<file path="src/sdiltc_cfg.svh">
/*
 * constants for the input select and loop-through control block.
 * assumes inclusion by bare name from the s2p, top and bench files.
 */
`ifndef SDILTC_CFG_SVH
`define SDILTC_CFG_SVH

// ---------------------------------------------------------------
// register map
// ---------------------------------------------------------------
`define SDILTC_A_CTRL      4'h0
`define SDILTC_A_STATUS    4'h4
`define SDILTC_DWELL_RST   16'h1000
`define SDILTC_OVF_BIT     6

// ---------------------------------------------------------------
// lock hunt and levels
// ---------------------------------------------------------------
`define SDILTC_HUNT_TRIES  2'h3
`define SDILTC_RATE_SD     1'b1
`define SDILTC_RESP_OK     2'h0
`define SDILTC_RESP_ERR    2'h2
`define SDILTC_WORD_W      20
`define SDILTC_NARROW_W    10
`define SDILTC_FIFO_DEPTH  16
// synchroniser flush value: both carrier pins read as absent, so no
// false carrier or unmuted cycle follows reset
`define SDILTC_SYNC_RST    9'h180

`endif

</file>
<file path="src/sdiltc_pkg.sv">
/*
 * types shared by the control block.
 * assumes the cfg header for numeric constants.
 */
`default_nettype none
package sdiltc_pkg;
  typedef enum logic [3:0] {
    LS_IDLE = 4'b0001,
    LS_HUNT = 4'b0010,
    LS_LOCK = 4'b0100,
    LS_PLL  = 4'b1000
  } sdiltc_lock_t;
endpackage
`default_nettype wire

</file>
<file path="src/sdiltc_fifo.sv">
/*
 * word fifo with valid/ready on both sides.
 * assumes a single clock and synchronous active-low reset.
 */
`default_nettype none
module sdiltc_fifo #(
  parameter int W     = 20,
  parameter int DEPTH = 16,
  parameter int AW    = $clog2(DEPTH)
) (
  input  wire logic         aclk,
  input  wire logic         aresetn,
  input  wire logic [W-1:0] in_data,
  input  wire logic         in_valid,
  output logic              in_ready,
  output logic [W-1:0]      out_data,
  output logic              out_valid,
  input  wire logic         out_ready
);
  logic [W-1:0] mem_q [DEPTH];
  logic [AW-1:0] wr_q, wr_d, rd_q, rd_d;
  logic [AW:0]   cnt_q, cnt_d;
  logic          push, pop;

  always_comb begin
    in_ready  = (cnt_q != (AW+1)'(DEPTH));
    out_valid = (cnt_q != '0);
    push      = in_valid & in_ready;
    pop       = out_valid & out_ready;
    wr_d      = push ? wr_q + 1'b1 : wr_q;
    rd_d      = pop ? rd_q + 1'b1 : rd_q;
    cnt_d     = cnt_q + (AW+1)'(push) - (AW+1)'(pop);
    out_data  = mem_q[rd_q];
  end

  always_ff @(posedge aclk) begin
    if (push) begin
      mem_q[wr_q] <= in_data;
    end
    if (!aresetn) begin
      wr_q  <= '0;
      rd_q  <= '0;
      cnt_q <= '0;
    end else begin
      wr_q  <= wr_d;
      rd_q  <= rd_d;
      cnt_q <= cnt_d;
    end
  end
endmodule
`default_nettype wire

</file>
<file path="src/sdiltc_s2p.sv">
/*
 * serial-to-parallel word former, 10 or 20 bits, lsb first.
 * assumes one reclocked bit per valid cycle from same-clock logic.
 */
`default_nettype none
`include "sdiltc_cfg.svh"
module sdiltc_s2p #(
  parameter int W = `SDILTC_WORD_W
) (
  input  wire logic         aclk,
  input  wire logic         aresetn,
  input  wire logic         bit_in,
  input  wire logic         bit_valid,
  input  wire logic         wide,
  output logic [W-1:0]      word,
  output logic              word_valid,
  input  wire logic         word_ready,
  output logic              drop
);
  logic [W-1:0] sh_q, sh_d, word_d;
  logic [4:0]   n_q, n_d;
  logic         full_q, full_d;
  logic [4:0]   lim;

  always_comb begin
    lim    = wide ? 5'(W) : 5'(`SDILTC_NARROW_W);
    sh_d   = sh_q;
    n_d    = n_q;
    full_d = full_q & ~word_ready;
    word_d = word;
    // a held word that is not taken costs the arriving bit
    drop   = bit_valid & full_q & ~word_ready;
    if (bit_valid && !drop) begin
      sh_d = {bit_in, sh_q[W-1:1]};
      n_d  = n_q + 5'h01;
      // >= so a narrowing width change mid-word cannot run past lim
      if (n_d >= lim) begin
        word_d = wide ? sh_d : {{(W/2){1'b0}}, sh_d[W-1 -: W/2]};
        full_d = 1'b1;
        n_d    = 5'h00;
      end
    end
  end

  assign word_valid = full_q;

  always_ff @(posedge aclk) begin
    if (!aresetn) begin
      sh_q   <= '0;
      n_q    <= '0;
      full_q <= 1'b0;
      word   <= '0;
    end else begin
      sh_q   <= sh_d;
      n_q    <= n_d;
      full_q <= full_d;
      word   <= word_d;
    end
  end
endmodule
`default_nettype wire

</file>
<file path="src/sdiltc_top.sv">
/*
 * input select, rate steering and loop-through control.
 * assumes pins arrive asynchronous; serial bits, sync_found and the
 * word consumers run on aclk; AXI4-Lite master on aclk.
 */
// Register access over AXI4-Lite and the address map were decided locally.
// Overview of operation
// - one active-low carrier pin per input
// - carrier selected by the input choose pin
// - choose high routes input one, low two
// - master hunt toggles rate between RATE_CHOOSE
// - slave rate follows rate choose pin only
// - reclocker lock indication fed to lock logic
// - enable low puts both outputs high-Z
// - slave bypass pin picks reclocked or buffered
// - master drives bypass high only when locked
// - invalid carrier mutes loop-through in both modes
// - slave reclocked but unlocked also mutes
// - lock output needs valid selected carrier
// - 10/20-bit words to both alignment paths
// - mode pin high master, low slave
// - master makes four hunt attempts, toggling
// - lock needs pll lock and sync words
`default_nettype none
`include "sdiltc_cfg.svh"
module sdiltc_top (
  input  wire logic        aclk,
  input  wire logic        aresetn,
  input  wire logic [3:0]  s_axi_awaddr,
  input  wire logic        s_axi_awvalid,
  output logic             s_axi_awready,
  input  wire logic [31:0] s_axi_wdata,
  input  wire logic [3:0]  s_axi_wstrb,
  input  wire logic        s_axi_wvalid,
  output logic             s_axi_wready,
  output logic [1:0]       s_axi_bresp,
  output logic             s_axi_bvalid,
  input  wire logic        s_axi_bready,
  input  wire logic [3:0]  s_axi_araddr,
  input  wire logic        s_axi_arvalid,
  output logic             s_axi_arready,
  output logic [31:0]      s_axi_rdata,
  output logic [1:0]       s_axi_rresp,
  output logic             s_axi_rvalid,
  input  wire logic        s_axi_rready,
  input  wire logic        input_one_signal_absent_n,
  input  wire logic        input_two_signal_absent_n,
  input  wire logic        input_choose,
  input  wire logic        master_mode,
  input  wire logic        wide_words,
  input  wire logic        pll_lock,
  input  wire logic        loopthrough_enable,
  input  wire logic        rate_choose_i,
  output logic             rate_choose_o,
  output logic             rate_choose_oe_n,
  input  wire logic        retime_bypass_n_i,
  output logic             retime_bypass_n_o,
  output logic             retime_bypass_n_oe_n,
  input  wire logic        in1_bit,
  input  wire logic        in2_bit,
  input  wire logic        recl_bit,
  input  wire logic        recl_bit_valid,
  input  wire logic        sync_found,
  output logic             in_route_one,
  output logic             lock_indicate,
  output logic             loopthrough_out_p,
  output logic             loopthrough_out_n,
  output logic             loopthrough_oe_n,
  output logic [19:0]      word_data,
  output logic             word_valid,
  input  wire logic        smpte_ready,
  input  wire logic        asi_ready
);
  // ---------------------------------------------------------------
  // pin synchronisers
  // ---------------------------------------------------------------
  logic [8:0] s1_q, s2_q, pins;
  logic cd1_n, cd2_n, sel, mst, wide, plk, lt_en, rate_in, rb_in;
  assign pins = {input_one_signal_absent_n, input_two_signal_absent_n,
                 input_choose, master_mode, wide_words, pll_lock,
                 loopthrough_enable, rate_choose_i, retime_bypass_n_i};
  assign {cd1_n, cd2_n, sel, mst, wide, plk, lt_en, rate_in, rb_in} = s2_q;

  always_ff @(posedge aclk) begin
    if (!aresetn) begin
      s1_q <= `SDILTC_SYNC_RST;
      s2_q <= `SDILTC_SYNC_RST;
    end else begin
      s1_q <= pins;
      s2_q <= s1_q;
    end
  end

  // ---------------------------------------------------------------
  // carrier select and lock hunt
  // ---------------------------------------------------------------
  logic carrier_ok, sel_abs_n, lk_ok, buf_bit;
  sdiltc_pkg::sdiltc_lock_t st_q, st_d;
  logic [15:0] dwell_q, dwell_d, cnt_q, cnt_d;
  logic [1:0]  try_q, try_d;
  logic        rate_q, rate_d, rate_eff, lock_q, lock_d;

  assign sel_abs_n  = sel ? cd1_n : cd2_n;
  assign carrier_ok = ~sel_abs_n;
  assign in_route_one = sel;
  assign buf_bit    = sel ? in1_bit : in2_bit;
  assign lk_ok      = plk & sync_found;

  always_comb begin
    st_d   = st_q;
    cnt_d  = cnt_q;
    try_d  = try_q;
    rate_d = rate_q;
    unique case (st_q)
      sdiltc_pkg::LS_IDLE: begin
        if (carrier_ok && mst) begin
          st_d  = sdiltc_pkg::LS_HUNT;
          cnt_d = '0;
          try_d = '0;
        end
      end
      sdiltc_pkg::LS_HUNT: begin
        cnt_d = cnt_q + 16'h0001;
        if (lk_ok) begin
          st_d = sdiltc_pkg::LS_LOCK;
        end else if (cnt_q >= dwell_q) begin
          cnt_d  = '0;
          rate_d = ~rate_q;
          if (try_q == `SDILTC_HUNT_TRIES) begin
            st_d = sdiltc_pkg::LS_PLL;
          end else begin
            try_d = try_q + 2'h1;
          end
        end
      end
      sdiltc_pkg::LS_LOCK: begin
        if (!lk_ok) begin
          st_d  = sdiltc_pkg::LS_HUNT;
          cnt_d = '0;
          try_d = '0;
        end
      end
      sdiltc_pkg::LS_PLL: begin
        if (lk_ok) begin
          st_d = sdiltc_pkg::LS_LOCK;
        end
      end
    endcase
    // no carrier or slave mode: park at the SD rate
    if (!carrier_ok || !mst) begin
      st_d   = sdiltc_pkg::LS_IDLE;
      rate_d = `SDILTC_RATE_SD;
    end
    lock_d = carrier_ok &
             (mst ? (st_d == sdiltc_pkg::LS_LOCK) : lk_ok);
  end

  always_ff @(posedge aclk) begin
    if (!aresetn) begin
      st_q   <= sdiltc_pkg::LS_IDLE;
      cnt_q  <= '0;
      try_q  <= '0;
      rate_q <= `SDILTC_RATE_SD;
      lock_q <= 1'b0;
    end else begin
      st_q   <= st_d;
      cnt_q  <= cnt_d;
      try_q  <= try_d;
      rate_q <= rate_d;
      lock_q <= lock_d;
    end
  end

  // ---------------------------------------------------------------
  // pin drive and loop-through
  // ---------------------------------------------------------------
  logic reclocked, mute, lt_p_q, lt_p_d, lt_n_q, lt_n_d;

  assign lock_indicate        = lock_q;
  assign rate_eff             = mst ? rate_q : rate_in;
  assign rate_choose_o        = rate_q;
  assign rate_choose_oe_n     = ~mst;
  // from the hunt state, not lock_q: a slave lock must not leak into
  // the first master cycle after a mode change
  assign retime_bypass_n_o    = mst & (st_q == sdiltc_pkg::LS_LOCK);
  assign retime_bypass_n_oe_n = ~mst;
  assign reclocked = mst ? retime_bypass_n_o : rb_in;
  assign mute = ~carrier_ok |
                (~mst & rb_in & ~lock_q);
  assign loopthrough_oe_n  = ~lt_en;
  assign loopthrough_out_p = lt_p_q;
  assign loopthrough_out_n = lt_n_q;

  always_comb begin
    // static low differential level while muted
    lt_p_d = 1'b0;
    lt_n_d = 1'b1;
    if (!mute) begin
      lt_p_d = reclocked ? recl_bit : buf_bit;
      lt_n_d = ~lt_p_d;
    end
  end

  always_ff @(posedge aclk) begin
    if (!aresetn) begin
      lt_p_q <= 1'b0;
      lt_n_q <= 1'b1;
    end else begin
      lt_p_q <= lt_p_d;
      lt_n_q <= lt_n_d;
    end
  end

  // ---------------------------------------------------------------
  // word path
  // ---------------------------------------------------------------
  logic [19:0] sp_word;
  logic        sp_valid, sp_ready, sp_drop;

  sdiltc_s2p #(.W(`SDILTC_WORD_W)) u_s2p (
    .aclk       (aclk),
    .aresetn    (aresetn),
    .bit_in     (recl_bit),
    .bit_valid  (recl_bit_valid & lock_q),
    .wide       (wide),
    .word       (sp_word),
    .word_valid (sp_valid),
    .word_ready (sp_ready),
    .drop       (sp_drop)
  );

  // one stream feeds both alignment paths, so both must take it
  sdiltc_fifo #(.W(`SDILTC_WORD_W), .DEPTH(`SDILTC_FIFO_DEPTH)) u_fifo (
    .aclk      (aclk),
    .aresetn   (aresetn),
    .in_data   (sp_word),
    .in_valid  (sp_valid),
    .in_ready  (sp_ready),
    .out_data  (word_data),
    .out_valid (word_valid),
    .out_ready (smpte_ready & asi_ready)
  );

  // ---------------------------------------------------------------
  // axi4-lite registers
  // ---------------------------------------------------------------
  logic        bv_q, bv_d, rv_q, rv_d, ovf_q, ovf_d, wr, rd;
  logic [1:0]  br_q, br_d, rr_q, rr_d;
  logic [31:0] rdat_q, rdat_d;

  assign s_axi_awready = s_axi_awvalid & s_axi_wvalid & ~bv_q;
  assign s_axi_wready  = s_axi_awready;
  assign s_axi_arready = ~rv_q;
  assign s_axi_bvalid  = bv_q;
  assign s_axi_bresp   = br_q;
  assign s_axi_rvalid  = rv_q;
  assign s_axi_rresp   = rr_q;
  assign s_axi_rdata   = rdat_q;
  assign wr = s_axi_awready;
  assign rd = s_axi_arvalid & ~rv_q;

  always_comb begin
    bv_d    = bv_q & ~s_axi_bready;
    br_d    = br_q;
    rv_d    = rv_q & ~s_axi_rready;
    rr_d    = rr_q;
    rdat_d  = rdat_q;
    dwell_d = dwell_q;
    ovf_d   = ovf_q;
    if (wr) begin
      bv_d = 1'b1;
      br_d = `SDILTC_RESP_OK;
      if (s_axi_awaddr == `SDILTC_A_CTRL) begin
        if (s_axi_wstrb[0]) dwell_d[7:0]  = s_axi_wdata[7:0];
        if (s_axi_wstrb[1]) dwell_d[15:8] = s_axi_wdata[15:8];
      end else if (s_axi_awaddr == `SDILTC_A_STATUS) begin
        if (s_axi_wstrb[0] && s_axi_wdata[`SDILTC_OVF_BIT]) ovf_d = 1'b0;
      end else begin
        br_d = `SDILTC_RESP_ERR;
      end
    end
    if (sp_drop) ovf_d = 1'b1;                // set beats clear
    if (rd) begin
      rv_d   = 1'b1;
      rr_d   = `SDILTC_RESP_OK;
      rdat_d = '0;
      if (s_axi_araddr == `SDILTC_A_CTRL) begin
        rdat_d[15:0] = dwell_q;
      end else if (s_axi_araddr == `SDILTC_A_STATUS) begin
        rdat_d[11:0] = {st_q, 1'b0, ovf_q, mst, mute, reclocked,
                        rate_eff, lock_q, carrier_ok};
      end else begin
        rr_d = `SDILTC_RESP_ERR;
      end
    end
  end

  always_ff @(posedge aclk) begin
    if (!aresetn) begin
      bv_q    <= 1'b0;
      br_q    <= `SDILTC_RESP_OK;
      rv_q    <= 1'b0;
      rr_q    <= `SDILTC_RESP_OK;
      rdat_q  <= '0;
      dwell_q <= `SDILTC_DWELL_RST;
      ovf_q   <= 1'b0;
    end else begin
      bv_q    <= bv_d;
      br_q    <= br_d;
      rv_q    <= rv_d;
      rr_q    <= rr_d;
      rdat_q  <= rdat_d;
      dwell_q <= dwell_d;
      ovf_q   <= ovf_d;
    end
  end
endmodule
`default_nettype wire

</file>
<file path="config.mk">
export PLATFORM = sky130hd
export DESIGN_NAME = sdiltc_top
export DESIGN_NICKNAME = d
export VERILOG_FILES = /design/src/sdiltc_pkg.sv /design/src/sdiltc_fifo.sv /design/src/sdiltc_s2p.sv /design/src/sdiltc_top.sv
export VERILOG_INCLUDE_DIRS = /design/src
export SDC_FILE = /design/constraint.sdc
export NUM_CORES = 1
export LEC_CHECK = 0
export ABC_AREA = 1
export BUFFER_PORTS_ARGS = -buffer_cell sky130_fd_sc_hd__buf_2
export CAP_MARGIN = 20
export CELL_PAD_IN_SITES_DETAIL_PLACEMENT = 1
export CELL_PAD_IN_SITES_GLOBAL_PLACEMENT = 2
export CORE_ASPECT_RATIO = 0.6
export CORE_MARGIN = 1.5
export CORE_UTILIZATION = 44
export DETAILED_ROUTE_END_ITERATION = 8
export PLACE_DENSITY_LB_ADDON = 0.05
export SLEW_MARGIN = 20
export SYNTH_ARGS = -nofsm -noshare
export SYNTH_HDL_FRONTEND = slang
export SYNTH_SLANG_ARGS = --single-unit
</file>
<file path="constraint.sdc">
create_clock -name aclk -period 5.8 [get_ports aclk]
set_clock_uncertainty 0.15 [all_clocks]
set_input_delay 1.16 -clock aclk [delete_from_list [all_inputs] [get_ports aclk]]
set_output_delay 1.16 -clock aclk [all_outputs]
set_load 0.02 [all_outputs]
</file>
==> results of run 1 <==
-- cells by family (layout without fill, tap and decap cells) --
| group | count (synthesis) | count (layout) | synth area share, % |
|---|---|---|---|
| buf+inv | 308 | 421 | 6.84 |
| xor+xnor | 11 | 11 | 0.501 |
| fa+ha+maj | 35 | 35 | 2.32 |
| compound gates | 432 | 432 | 12.8 |
| simple gates | 366 | 366 | 8.45 |
| flops | 463 | 463 | 64.9 |
| other cells | 1 | 18 | 0.0195 |
| mux | 80 | 80 | 4.17 |
-- final cells by class --
cell class / instances / share of cell area [%]
flip-flops and latches: 463 / 57.5
multi-input cells: 942 / 25.5
clock buffers: 69 / 5.90
repair buffers: 131 / 3.57
inverters: 204 / 3.53
well taps: 579 / 3.34
clock inverters: 17 / 0.697
-- worst reg2reg max path, delay by kind of cell (launching register included) --
family,cells,cell delay (ns)
buffers and inverters,4,1.18
and+or+nand+nor,4,0.78
AOI/OAI and AO/OA,2,0.39
DFF,1,0.33
adders and majority gates,1,0.23
-- registers in the layout (all words and copies together), names as in the netlist, 2 cells and up, named ones only --
| signal | flops |
|---|---|
| s1_q | 9 |
| u_s2p.word | 20 |
| u_fifo.cnt_q | 5 |
| u_fifo.wr_q | 4 |
| u_s2p.n_q | 5 |
| st_q | 4 |
| try_q | 2 |
| u_fifo.mem_q | 320 |
| s2_q | 9 |
| dwell_q | 16 |
| s_axi_rdata | 16 |
| u_fifo.rd_q | 4 |
| u_s2p.sh_q | 19 |
| cnt_q | 16 |
-- worst paths after layout --
path	startpoint	endpoint	slack, ns	cells past startpoint
setup / recovery	flop	word_data[3]	1.54	7
setup reg to reg	u_fifo.cnt_q[2]$_SDFF_PN0_	u_s2p.word[7]$_SDFFE_PN0P_	2.71	11
hold / removal	s1_q[1]$_SDFF_PN0_	s2_q[1]$_SDFF_PN0_	0.26	2
hold reg to reg	s1_q[1]$_SDFF_PN0_	s2_q[1]$_SDFF_PN0_	0.26	2
-- placed cells by master, fill, tap and decap left out, types with 4 or more instances in the layout --
cell type	count
dfxtp_1	140
clkbuf_16	47
o221ai_1	5
nand2_2	6
nor3_1	11
buf_4	27
conb_1	18
nor2_1	76
o31ai_1	10
ha_1	34
xor2_1	10
clkinv_1	9
o21ai_1	5
nand4_1	13
nor2_2	20
nand2_1	164
inv_2	9
a211oi_1	4
clkbuf_1	19
nand3_1	60
o211ai_1	81
clkinv_2	4
a21oi_1	140
o21ai_0	167
edfxtp_1	320
a31oi_1	12
mux2i_1	80
buf_2	101
inv_1	194
or2_2	4
-- power by group --
group | internal, mW | leakage (nW) | total [mW] | switching (mW)
Clock | 1.62 | 0.695 | 2.88 | 1.26
Sequential | 3.52 | 3.70 | 3.56 | 0.0339
Combinational | 0.267 | 3.59 | 0.806 | 0.539
Total | 5.41 | 7.99 | 7.24 | 1.83
-- per-stage QoR --
stage               total power [mW]  worst slack, ns  utilization (%)  instance area [sq um]  hold WS (ns)
floorplan                       4.21             2.81                -                  19300         0.240
global placement                4.42             2.12             46.9                  20200         0.246
detailed placement              4.44             2.09             46.9                  20200         0.253
CTS                             7.32             1.47             50.2                  21700         0.268
global route                    7.51             1.36             50.3                  21700         0.282
finish                          7.24             1.54             50.3                  21700         0.263
-- per-layer routing --
| metal | global-route usage [%] | up-vias |
|---|---|---|
| li1 | - | 6129 |
| met1 | 36.9 | 6448 |
| met2 | 32.8 | 208 |
| met3 | 2.78 | 43 |
| met4 | 3.76 | 0 |
| met5 | 0 | - |
==> run_results.csv, run 1 <==
group,metric,value,unit
clocking,h-tree-depth,2,
synthesis,netlist_area,19200,sq um
worst_setup_path,crit_path_max_incr_delay,0.51,ns
route,postRouteAntennaNets,0,
synthesis,synth_cell_types,49,
power_and_ir_drop,vdd_drop_max,0.222,mV
floorplanning,dieArea,45000,sq um
hold_path,hp-class,"flop to flop",
synthesis,syn_avg_cell_area,11.3,sq um
power_and_ir_drop,power_leakage,7.99,nW
route,met2_length,21300,um
run_status,status,"completed",
clocking,cts_setup_buffers,0,
synthesis,yosys.area.top_type,"edfxtp_1",
sta,fmax,234,MHz
route,drt_wl_total,51300,um
grt,first_global_vias,12593,
grt,grt_use_total,22.9,%
cells_and_area,regArea,12500,sq um
worst_setup_path,crit_type,"flop to primary output",
power_and_ir_drop,powerDensity,333,nW/um^2
synthesis,netlist.area_leader.share,50.0,%
clocking,insertion_delay,0.55,ns
route,drc,0,
sta,max_slew_margin,34.8,%
worst_setup_path,critPathLaunchType,"flop",
worst_setup_path,worstPathArrival,2.95,ns
synthesis,synth_seq_cells,463,
route,routed.top_layer,"met4",
synthesis,syn_inst,1696,
worst_setup_path,crit_chain,"buf_4, inv_2, buf_4, o21ai_0, o211ai_1, nand2_1, buf_2",
clocking,cts_hold_buf,0,
clocking,cts_max_path_buffers,3,
placement,numPlacedInstances,2318,
sta,worst_pin_slew,0.976,ns
synthesis,synthTopCellsByArea,"edfxtp_1 50%, dfxtp_1 15%, o21ai_0 4.4%",
floorplanning,floorplan.initialDensity,44.5,%
worst_setup_path,critPathTopFamily,"buffers and inverters",
route,drt-pass1-iter-count,5,
sta,finalCritPeriodShare,73.5,%
worst_setup_path,slowest_stage,"inv_2",
route,avgViaCountPerCell,5.33,
worst_setup_path,crit_path_max_fanout,40,
worst_setup_path,critical_path_required,4.49,ns
cells_and_area,syn2layout_area_growth,13.0,%
clocking,cts_tree,"yes",
sta,finalSetupViolCount,0,
cells_and_area,fin_cells,2405,
floorplanning,die_w,273,um
cells_and_area,nets,1890,
route,vias,12828,
placement,hpwl,32300,um
floorplanning,die_height,165,um
clocking,cts_buffers,46,
worst_setup_path,worst-path-buf-inv,4,
worst_setup_path,cpMostUsedCell,"buf_4",
synthesis,synth_warnings,0,
placement,portBuffers,101,
route,routed-wl-met3,2110,um
grt,grt_pass1_wl,77400,um
clocking,cts_root_buffer,"clkbuf_16",
sta,fin_setup_tns,0,ns
worst_setup_path,end_kind,"primary output",
synthesis,ys_top_cells_by_count,"320 x edfxtp_1, 194 x inv_1, 167 x o21ai_0",
clocking,cts_sinks,463,
cells_and_area,nFillCells,4596,
sta,hold_viol_final,0,
synthesis,post-synth-top-count-cell,"edfxtp_1",
floorplanning,ioPinCount,138,
cells_and_area,layout-drive-gt1-share,13.3,%
sta,layout_min_cycle_time,4.26,ns
sta,rsz0062_at_grt,"false",
clocking,cts_resized,0,
placement,place_congestion,0.801,
grt,overflow,0,
cells_and_area,diodes,0,
floorplanning,core,43200,sq um
synthesis,synth_edf_count,320,
cells_and_area,multiInputGateArea,5530,sq um
sta,drv_slew,0,
grt,antenna_found_initial,0,
synthesis,synthFlopType,"edfxtp_1",
clocking,clk_pin_slew,0.06,ns
synthesis,ys_seq_area_share,64.9,%
grt,grt_max_degree,119,
route,met1Wirelength,27400,um
synthesis,ys_async_sr_fraction,0,%
route,routedWlPerCell,21.3,um
floorplanning,rows,59,
flow_run,maxCapViolations,0,
route,drt_iter0_drc,1142,
(Power assumes the default switching activity.)
==> inputs of run 2 (changes only) <==
CORE_UTILIZATION = 41   (was 44)
clock period = 4.5 ns   (was 5.8 ns; I/O delays follow)
==> run_results.csv, run 2 (synthesis gave the netlist of run 1 again) <==
group,metric,value,unit
run_status,status,"completed",
worst_setup_path,reg2reg_depth,11,
floorplanning,rows,61,
cells_and_area,nets,1897,
route,drt_wl_total,51900,um
floorplanning,floorplan.initialDensity,41.5,%
cells_and_area,syn2layout_area_growth,13.6,%
power_and_ir_drop,power.net_switching,2.37,mW
placement,place_congestion,0.807,
floorplanning,core,46300,sq um
power_and_ir_drop,p_int,7.00,mW
route,vias,12844,
worst_setup_path,end_kind,"primary output",
power_and_ir_drop,pwr-share-seq,49.2,%
floorplanning,ioPinCount,138,
route,avgViaCountPerCell,5.22,
cells_and_area,final_common_cell,"edfxtp_1",
route,drc,0,
clocking,cts_tree,"yes",
worst_setup_path,r2r-end,"u_s2p.word[4]$_SDFFE_PN0P_",
worst_setup_path,worstPathArrival,2.68,ns
clocking,cts_root_buffer,"clkbuf_16",
cells_and_area,reg_top3,"u_fifo.mem_q (320), u_s2p.word (20), u_s2p.sh_q (19)",
floorplanning,dieArea,48200,sq um
placement,portBuffers,101,
grt,antenna_found_initial,0,
cells_and_area,largest_register,"u_fifo.mem_q",
clocking,cts_sinks,463,
sta,finalSetupViolCount,0,
placement,numPlacedInstances,2378,
route,drt-pass1-iter-count,4,
sta,layout_min_cycle_time,3.73,ns
flow_run,maxCapViolations,0,
clocking,insertion_delay,0.56,ns
floorplanning,die_w,282,um
floorplanning,die_height,171,um
cells_and_area,fin_cells,2461,
worst_setup_path,critical_path_required,3.45,ns
clocking,cts_buffers,45,
worst_setup_path,endpoint,"word_data[15]",
hold_path,hp-class,"flop to flop",
sta,fin_setup_tns,0,ns
power_and_ir_drop,powerDensity,429,nW/um^2
power_and_ir_drop,vdd_drop_max,0.338,mV
sta,fmax,268,MHz
clocking,cts_resized,0,
sta,worst_pin_slew,0.998,ns
clocking,cts_hold_buf,0,
sta,max_slew_margin,33.4,%
power_and_ir_drop,combPwrFrac,11.0,%
grt,overflow,0,
sta,rsz0062_at_grt,"false",
clocking,cts_setup_buffers,0,
cells_and_area,layout-drive-gt1-share,13.9,%
cells_and_area,layout_common_cells,"320 x edfxtp_1, 194 x inv_1, 167 x o21ai_0",
grt,grt_pass1_wl,79900,um
power_and_ir_drop,pwr-share-clk,39.8,%
grt,grt_use_total,22.1,%
route,routedWlPerCell,21.1,um
route,postRouteAntennaNets,0,
placement,hpwl,33600,um
clocking,h-tree-depth,2,
clocking,clk_pin_slew,0.06,ns
worst_setup_path,crit_path_max_fanout,31,
route,drt_iter0_drc,852,
power_and_ir_drop,design_power_total,9.37,mW
grt,grt_max_degree,69,
power_and_ir_drop,switching_share,25.3,%
worst_setup_path,critPathLaunchType,"flop",
clocking,cts_max_path_buffers,3,
power_and_ir_drop,power_leakage,8.01,nW
worst_setup_path,r2r-start,"u_fifo.cnt_q[2]$_SDFF_PN0_",
worst_setup_path,reg2reg_slack,1.43,ns
worst_setup_path,crit_type,"flop to primary output",
grt,first_global_vias,12740,
sta,drv_slew,0,
cells_and_area,largest_register_ffs,320,
hold_path,hold_depth,2,
sta,hold_viol_final,0,
cells_and_area,diodes,0,
sta,finalCritPeriodShare,82.8,%
hold_path,hold_start,"s1_q[2]$_SDFF_PN0_",
-- run 2: how the worst min path moves through the flow --
stage / to / slack (ns)
2_1_floorplan: s2_q[0]$_SDFF_PN0_ / 0.24
3_3_place_gp: s2_q[6]$_SDFF_PN0_ / 0.24
3_5_place_dp: s2_q[0]$_SDFF_PN0_ / 0.25
4_1_cts: s2_q[2]$_SDFF_PN0_ / 0.26
5_1_grt: s2_q[5]$_SDFF_PN0_ / 0.29
6_report: s2_q[2]$_SDFF_PN0_ / 0.27
-- run 2: routing by layer --
layer,vias up,track usage [%],wire length (um),part of all wire [%]
met1,6495,35.5,28100,54
met3,42,3.14,1960,3.8
met2,179,31.5,21400,41
met5,-,0,0,0
met4,0,3.70,530,1.0
li1,6128,-,-,-
-- run 2: per-stage QoR --
stage | instance area [sq um] | hold WS [ns] | utilization (%) | setup WS (ns)
after floorplan | 19300 | 0.240 | - | 1.77
after global placement | 20400 | 0.244 | 44.1 | 1.31
after detailed placement | 20400 | 0.252 | 44.1 | 1.26
after CTS | 21800 | 0.265 | 47.2 | 0.741
after global routing | 21800 | 0.286 | 47.2 | 0.638
final | 21800 | 0.266 | 47.2 | 0.773
-- run 2: power groups by stage --
stage | logic [mW] | clock network [mW] | registers, mW
2_1_floorplan | 0.754 | 0 | 4.66
3_3_place_gp | 1.02 | 0 | 4.71
3_5_place_dp | 1.04 | 0 | 4.71
4_1_cts | 1.05 | 3.82 | 4.61
5_1_grt | 1.15 | 3.98 | 4.62
6_report | 1.03 | 3.73 | 4.61
-- run 2: area by class of cell --
cell class / instances / area [sq um]
fillers: 4952 / 24400
flip-flops and latches: 463 / 12500
multi-input cells: 942 / 5530
clock buffers: 53 / 1180
repair buffers: 139 / 841
well taps: 630 / 788
inverters: 204 / 766
clock inverters: 30 / 245
-- run 2: critical path, cell delays in order (launching register included) --
cell	delay (ns)
dfxtp_4	0.63
inv_2	0.34
buf_4	0.32
o211ai_1	0.21
o211ai_1	0.18
nand2_1	0.19
buf_2	0.22
==> inputs of run 3 (changes only) <==
ABC_AREA = 0   (was 1)
CORE_UTILIZATION = 40   (was 41)
clock period = 3.4 ns   (was 4.5 ns; I/O delays follow)
==> run_results.csv, run 3 <==
group,metric,value,unit
route,vias,10422,
sta,rsz0062_at_grt,"true",
worst_setup_path,crit_path_max_incr_delay,0.53,ns
placement,place_congestion,0.753,
power_and_ir_drop,switching_share,22.8,%
sta,finalSetupViolCount,0,
sta,fmax,299,MHz
synthesis,yosys.area.top_type,"edfxtp_1",
cells_and_area,largest_register,"u_fifo.mem_q",
grt,first_global_vias,10777,
power_and_ir_drop,power.net_switching,2.76,mW
sta,max_slew_margin,30.6,%
clocking,insertion_delay,0.55,ns
route,drt_wl_total,46300,um
grt,grt_use_total,19.7,%
cells_and_area,nFillCells,4563,
synthesis,ys_seq_area_share,66.7,%
worst_setup_path,slowest_stage,"mux4_2",
power_and_ir_drop,combPwrFrac,9.1,%
hold_path,hp-class,"input port to flop",
worst_setup_path,worst-path-buf-inv,3,
cells_and_area,layout-drive-gt1-share,25.9,%
synthesis,synth_cell_types,55,
placement,hpwl,30300,um
worst_setup_path,end_kind,"primary output",
synthesis,synthTopCellsByArea,"edfxtp_1 51%, dfxtp_1 15%, mux4_2 12%",
clocking,cts_root_buffer,"clkbuf_16",
synthesis,synthFlopType,"edfxtp_1",
sta,fin_hold_ws,0.171,ns
grt,antenna_found_initial,0,
sta,hold_viol_final,0,
cells_and_area,reg_top3,"u_fifo.mem_q (320), u_s2p.word (20), u_s2p.sh_q (19)",
synthesis,synth_seq_cells,463,
synthesis,synth_edf_count,320,
floorplanning,die_height,170,um
worst_setup_path,critPathTopFamily,"multiplexers",
cells_and_area,syn2layout_area_growth,16.7,%
grt,grt_pass1_wl,69600,um
flow_run,maxCapViolations,0,
clocking,h-tree-depth,2,
route,drt_iter0_drc,687,
synthesis,post-synth-top-count-cell,"edfxtp_1",
clocking,cts_max_path_buffers,3,
clocking,cts_buffers,46,
cells_and_area,regArea,12500,sq um
synthesis,syn_inst,1193,
power_and_ir_drop,power_leakage,7.67,nW
route,routedWlPerCell,23.1,um
power_and_ir_drop,powerDensity,554,nW/um^2
worst_setup_path,worstPathArrival,2.51,ns
cells_and_area,final_common_cell,"edfxtp_1",
sta,finalCritPeriodShare,98.3,%
power_and_ir_drop,p_int,9.33,mW
floorplanning,floorplan.initialDensity,40.4,%
route,avgViaCountPerCell,5.20,
clocking,cts_tree,"yes",
clocking,cts_sinks,463,
floorplanning,core,46300,sq um
sta,worst_pin_slew,1.04,ns
worst_setup_path,cpMostUsedCell,"mux4_2",
cells_and_area,diodes,0,
worst_setup_path,crit_type,"flop to primary output",
synthesis,ys_async_sr_fraction,0,%
synthesis,netlist_area,18700,sq um
synthesis,ys_top_cells_by_count,"320 x edfxtp_1, 143 x dfxtp_1, 100 x mux4_2",
clocking,cts_hold_buf,0,
worst_setup_path,critical_path_required,2.57,ns
sta,drv_slew,0,
sta,layout_min_cycle_time,3.34,ns
cells_and_area,layout_common_cells,"320 x edfxtp_1, 140 x dfxtp_1, 100 x mux4_2, 100 x buf_2, 82 x nand2_1",
power_and_ir_drop,vdd_drop_max,0.353,mV
power_and_ir_drop,pwr-share-seq,49.9,%
grt,grt_max_degree,58,
placement,portBuffers,101,
grt,overflow,0,
cells_and_area,nets,1442,
floorplanning,die_w,282,um
route,drc,0,
synthesis,netlist.area_leader.share,51.4,%
synthesis,syn_avg_cell_area,15.7,sq um
floorplanning,ioPinCount,138,
cells_and_area,largest_register_ffs,320,
worst_setup_path,critPathLaunchType,"flop",
placement,postPlaceCellArea,20300,sq um
synthesis,synth_warnings,0,
worst_setup_path,crit_path_max_fanout,11,
run_status,status,"completed",
sta,fin_setup_tns,0,ns
power_and_ir_drop,pwr-share-clk,41.0,%
cells_and_area,multiInputGateArea,5810,sq um
floorplanning,rows,61,
floorplanning,dieArea,48100,sq um
cells_and_area,stdcell_area,21800,sq um
clocking,clk_pin_slew,0.06,ns
route,postRouteAntennaNets,0,
worst_setup_path,crit_chain,"buf_12, buf_4, mux4_2, mux4_2, buf_2",
route,drt-pass1-iter-count,5,
run 3: cell type report:
| type | count | share of cell area (%) |
|---|---|---|
| Inverter | 36 | 0.619 |
| Sequential cell | 463 | 57.2 |
| Clock buffer | 60 | 5.62 |
| Multi-Input combinational cell | 629 | 26.6 |
| Timing Repair Buffer | 164 | 5.34 |
| Clock inverter | 24 | 0.975 |
| Tap cell | 630 | 3.61 |
run 3: kinds of logic after synthesis:
logic type / Yosys count / share of synthesized area, %
adder cells (fa/ha/maj): 35 / 2.38
other: 1 / 0.0201
AO/OA/AOI/OAI: 97 / 3.75
multiplexers: 150 / 14.7
flip-flops: 463 / 66.7
AND/OR/NAND/NOR: 300 / 8.18
XOR/XNOR: 29 / 1.36
buffers and inverters: 118 / 2.88
run 3: path summary, 6_finish.rpt:
| check | startpoint | endpoint | slack, ns | cells after the start |
|---|---|---|---|---|
| worst max-delay path | flop | word_data[0] | 0.06 | 5 |
| worst min-delay path | input_one_signal_absent_n | s1_q[8]$_SDFF_PN1_ | 0.17 | 2 |
| worst max register to register | u_s2p.n_q[0]$_SDFFE_PN0P_ | u_s2p.word[10]$_SDFFE_PN0P_ | 0.25 | 9 |
| worst min register to register | s1_q[7]$_SDFF_PN1_ | s2_q[7]$_SDFF_PN1_ | 0.26 | 1 |
run 3: power groups by stage:
stage / registers (mW) / clock network, mW / logic [mW]
floorplan: 6.14 / 0 / 0.768
global placement: 6.19 / 0 / 1.01
detailed placement: 6.19 / 0 / 1.02
CTS: 6.04 / 5.09 / 1.09
global route: 6.04 / 5.30 / 1.20
finish: 6.04 / 4.96 / 1.10
run 3: per-stage QoR:
| step | power [mW] | utilization [%] | std cells | setup WS [ns] |
|---|---|---|---|---|
| 2_1_floorplan | 6.91 | - | 1210 | 0.0409 |
| 3_3_place_gp | 7.20 | 43.8 | 1916 | 0.308 |
| 3_5_place_dp | 7.21 | 43.8 | 1916 | 0.227 |
| 4_1_cts | 12.2 | 47.1 | 2004 | 0.00634 |
| 5_1_grt | 12.5 | 47.2 | 2006 | -0.0332 |
| 6_report | 12.1 | 47.2 | 2006 | 0.0590 |
run 3: layer usage:
| metal | vias to the layer above | routed length (um) | GRT usage (%) |
|---|---|---|---|
| met5 | - | 0 | 0 |
| met4 | 0 | 725 | 3.77 |
| met3 | 54 | 1830 | 2.87 |
| met2 | 201 | 18500 | 26.5 |
| met1 | 5408 | 25200 | 32.9 |
| li1 | 4759 | - | - |
run 3: timing repair:
action                                 4_1_cts  5_1_grt
endpoints found under the hold margin        0        0
setup endpoints to repair                   20        8
gates resized for setup                      1        1
gates cloned                                 0        2
buffers inserted                             4        0
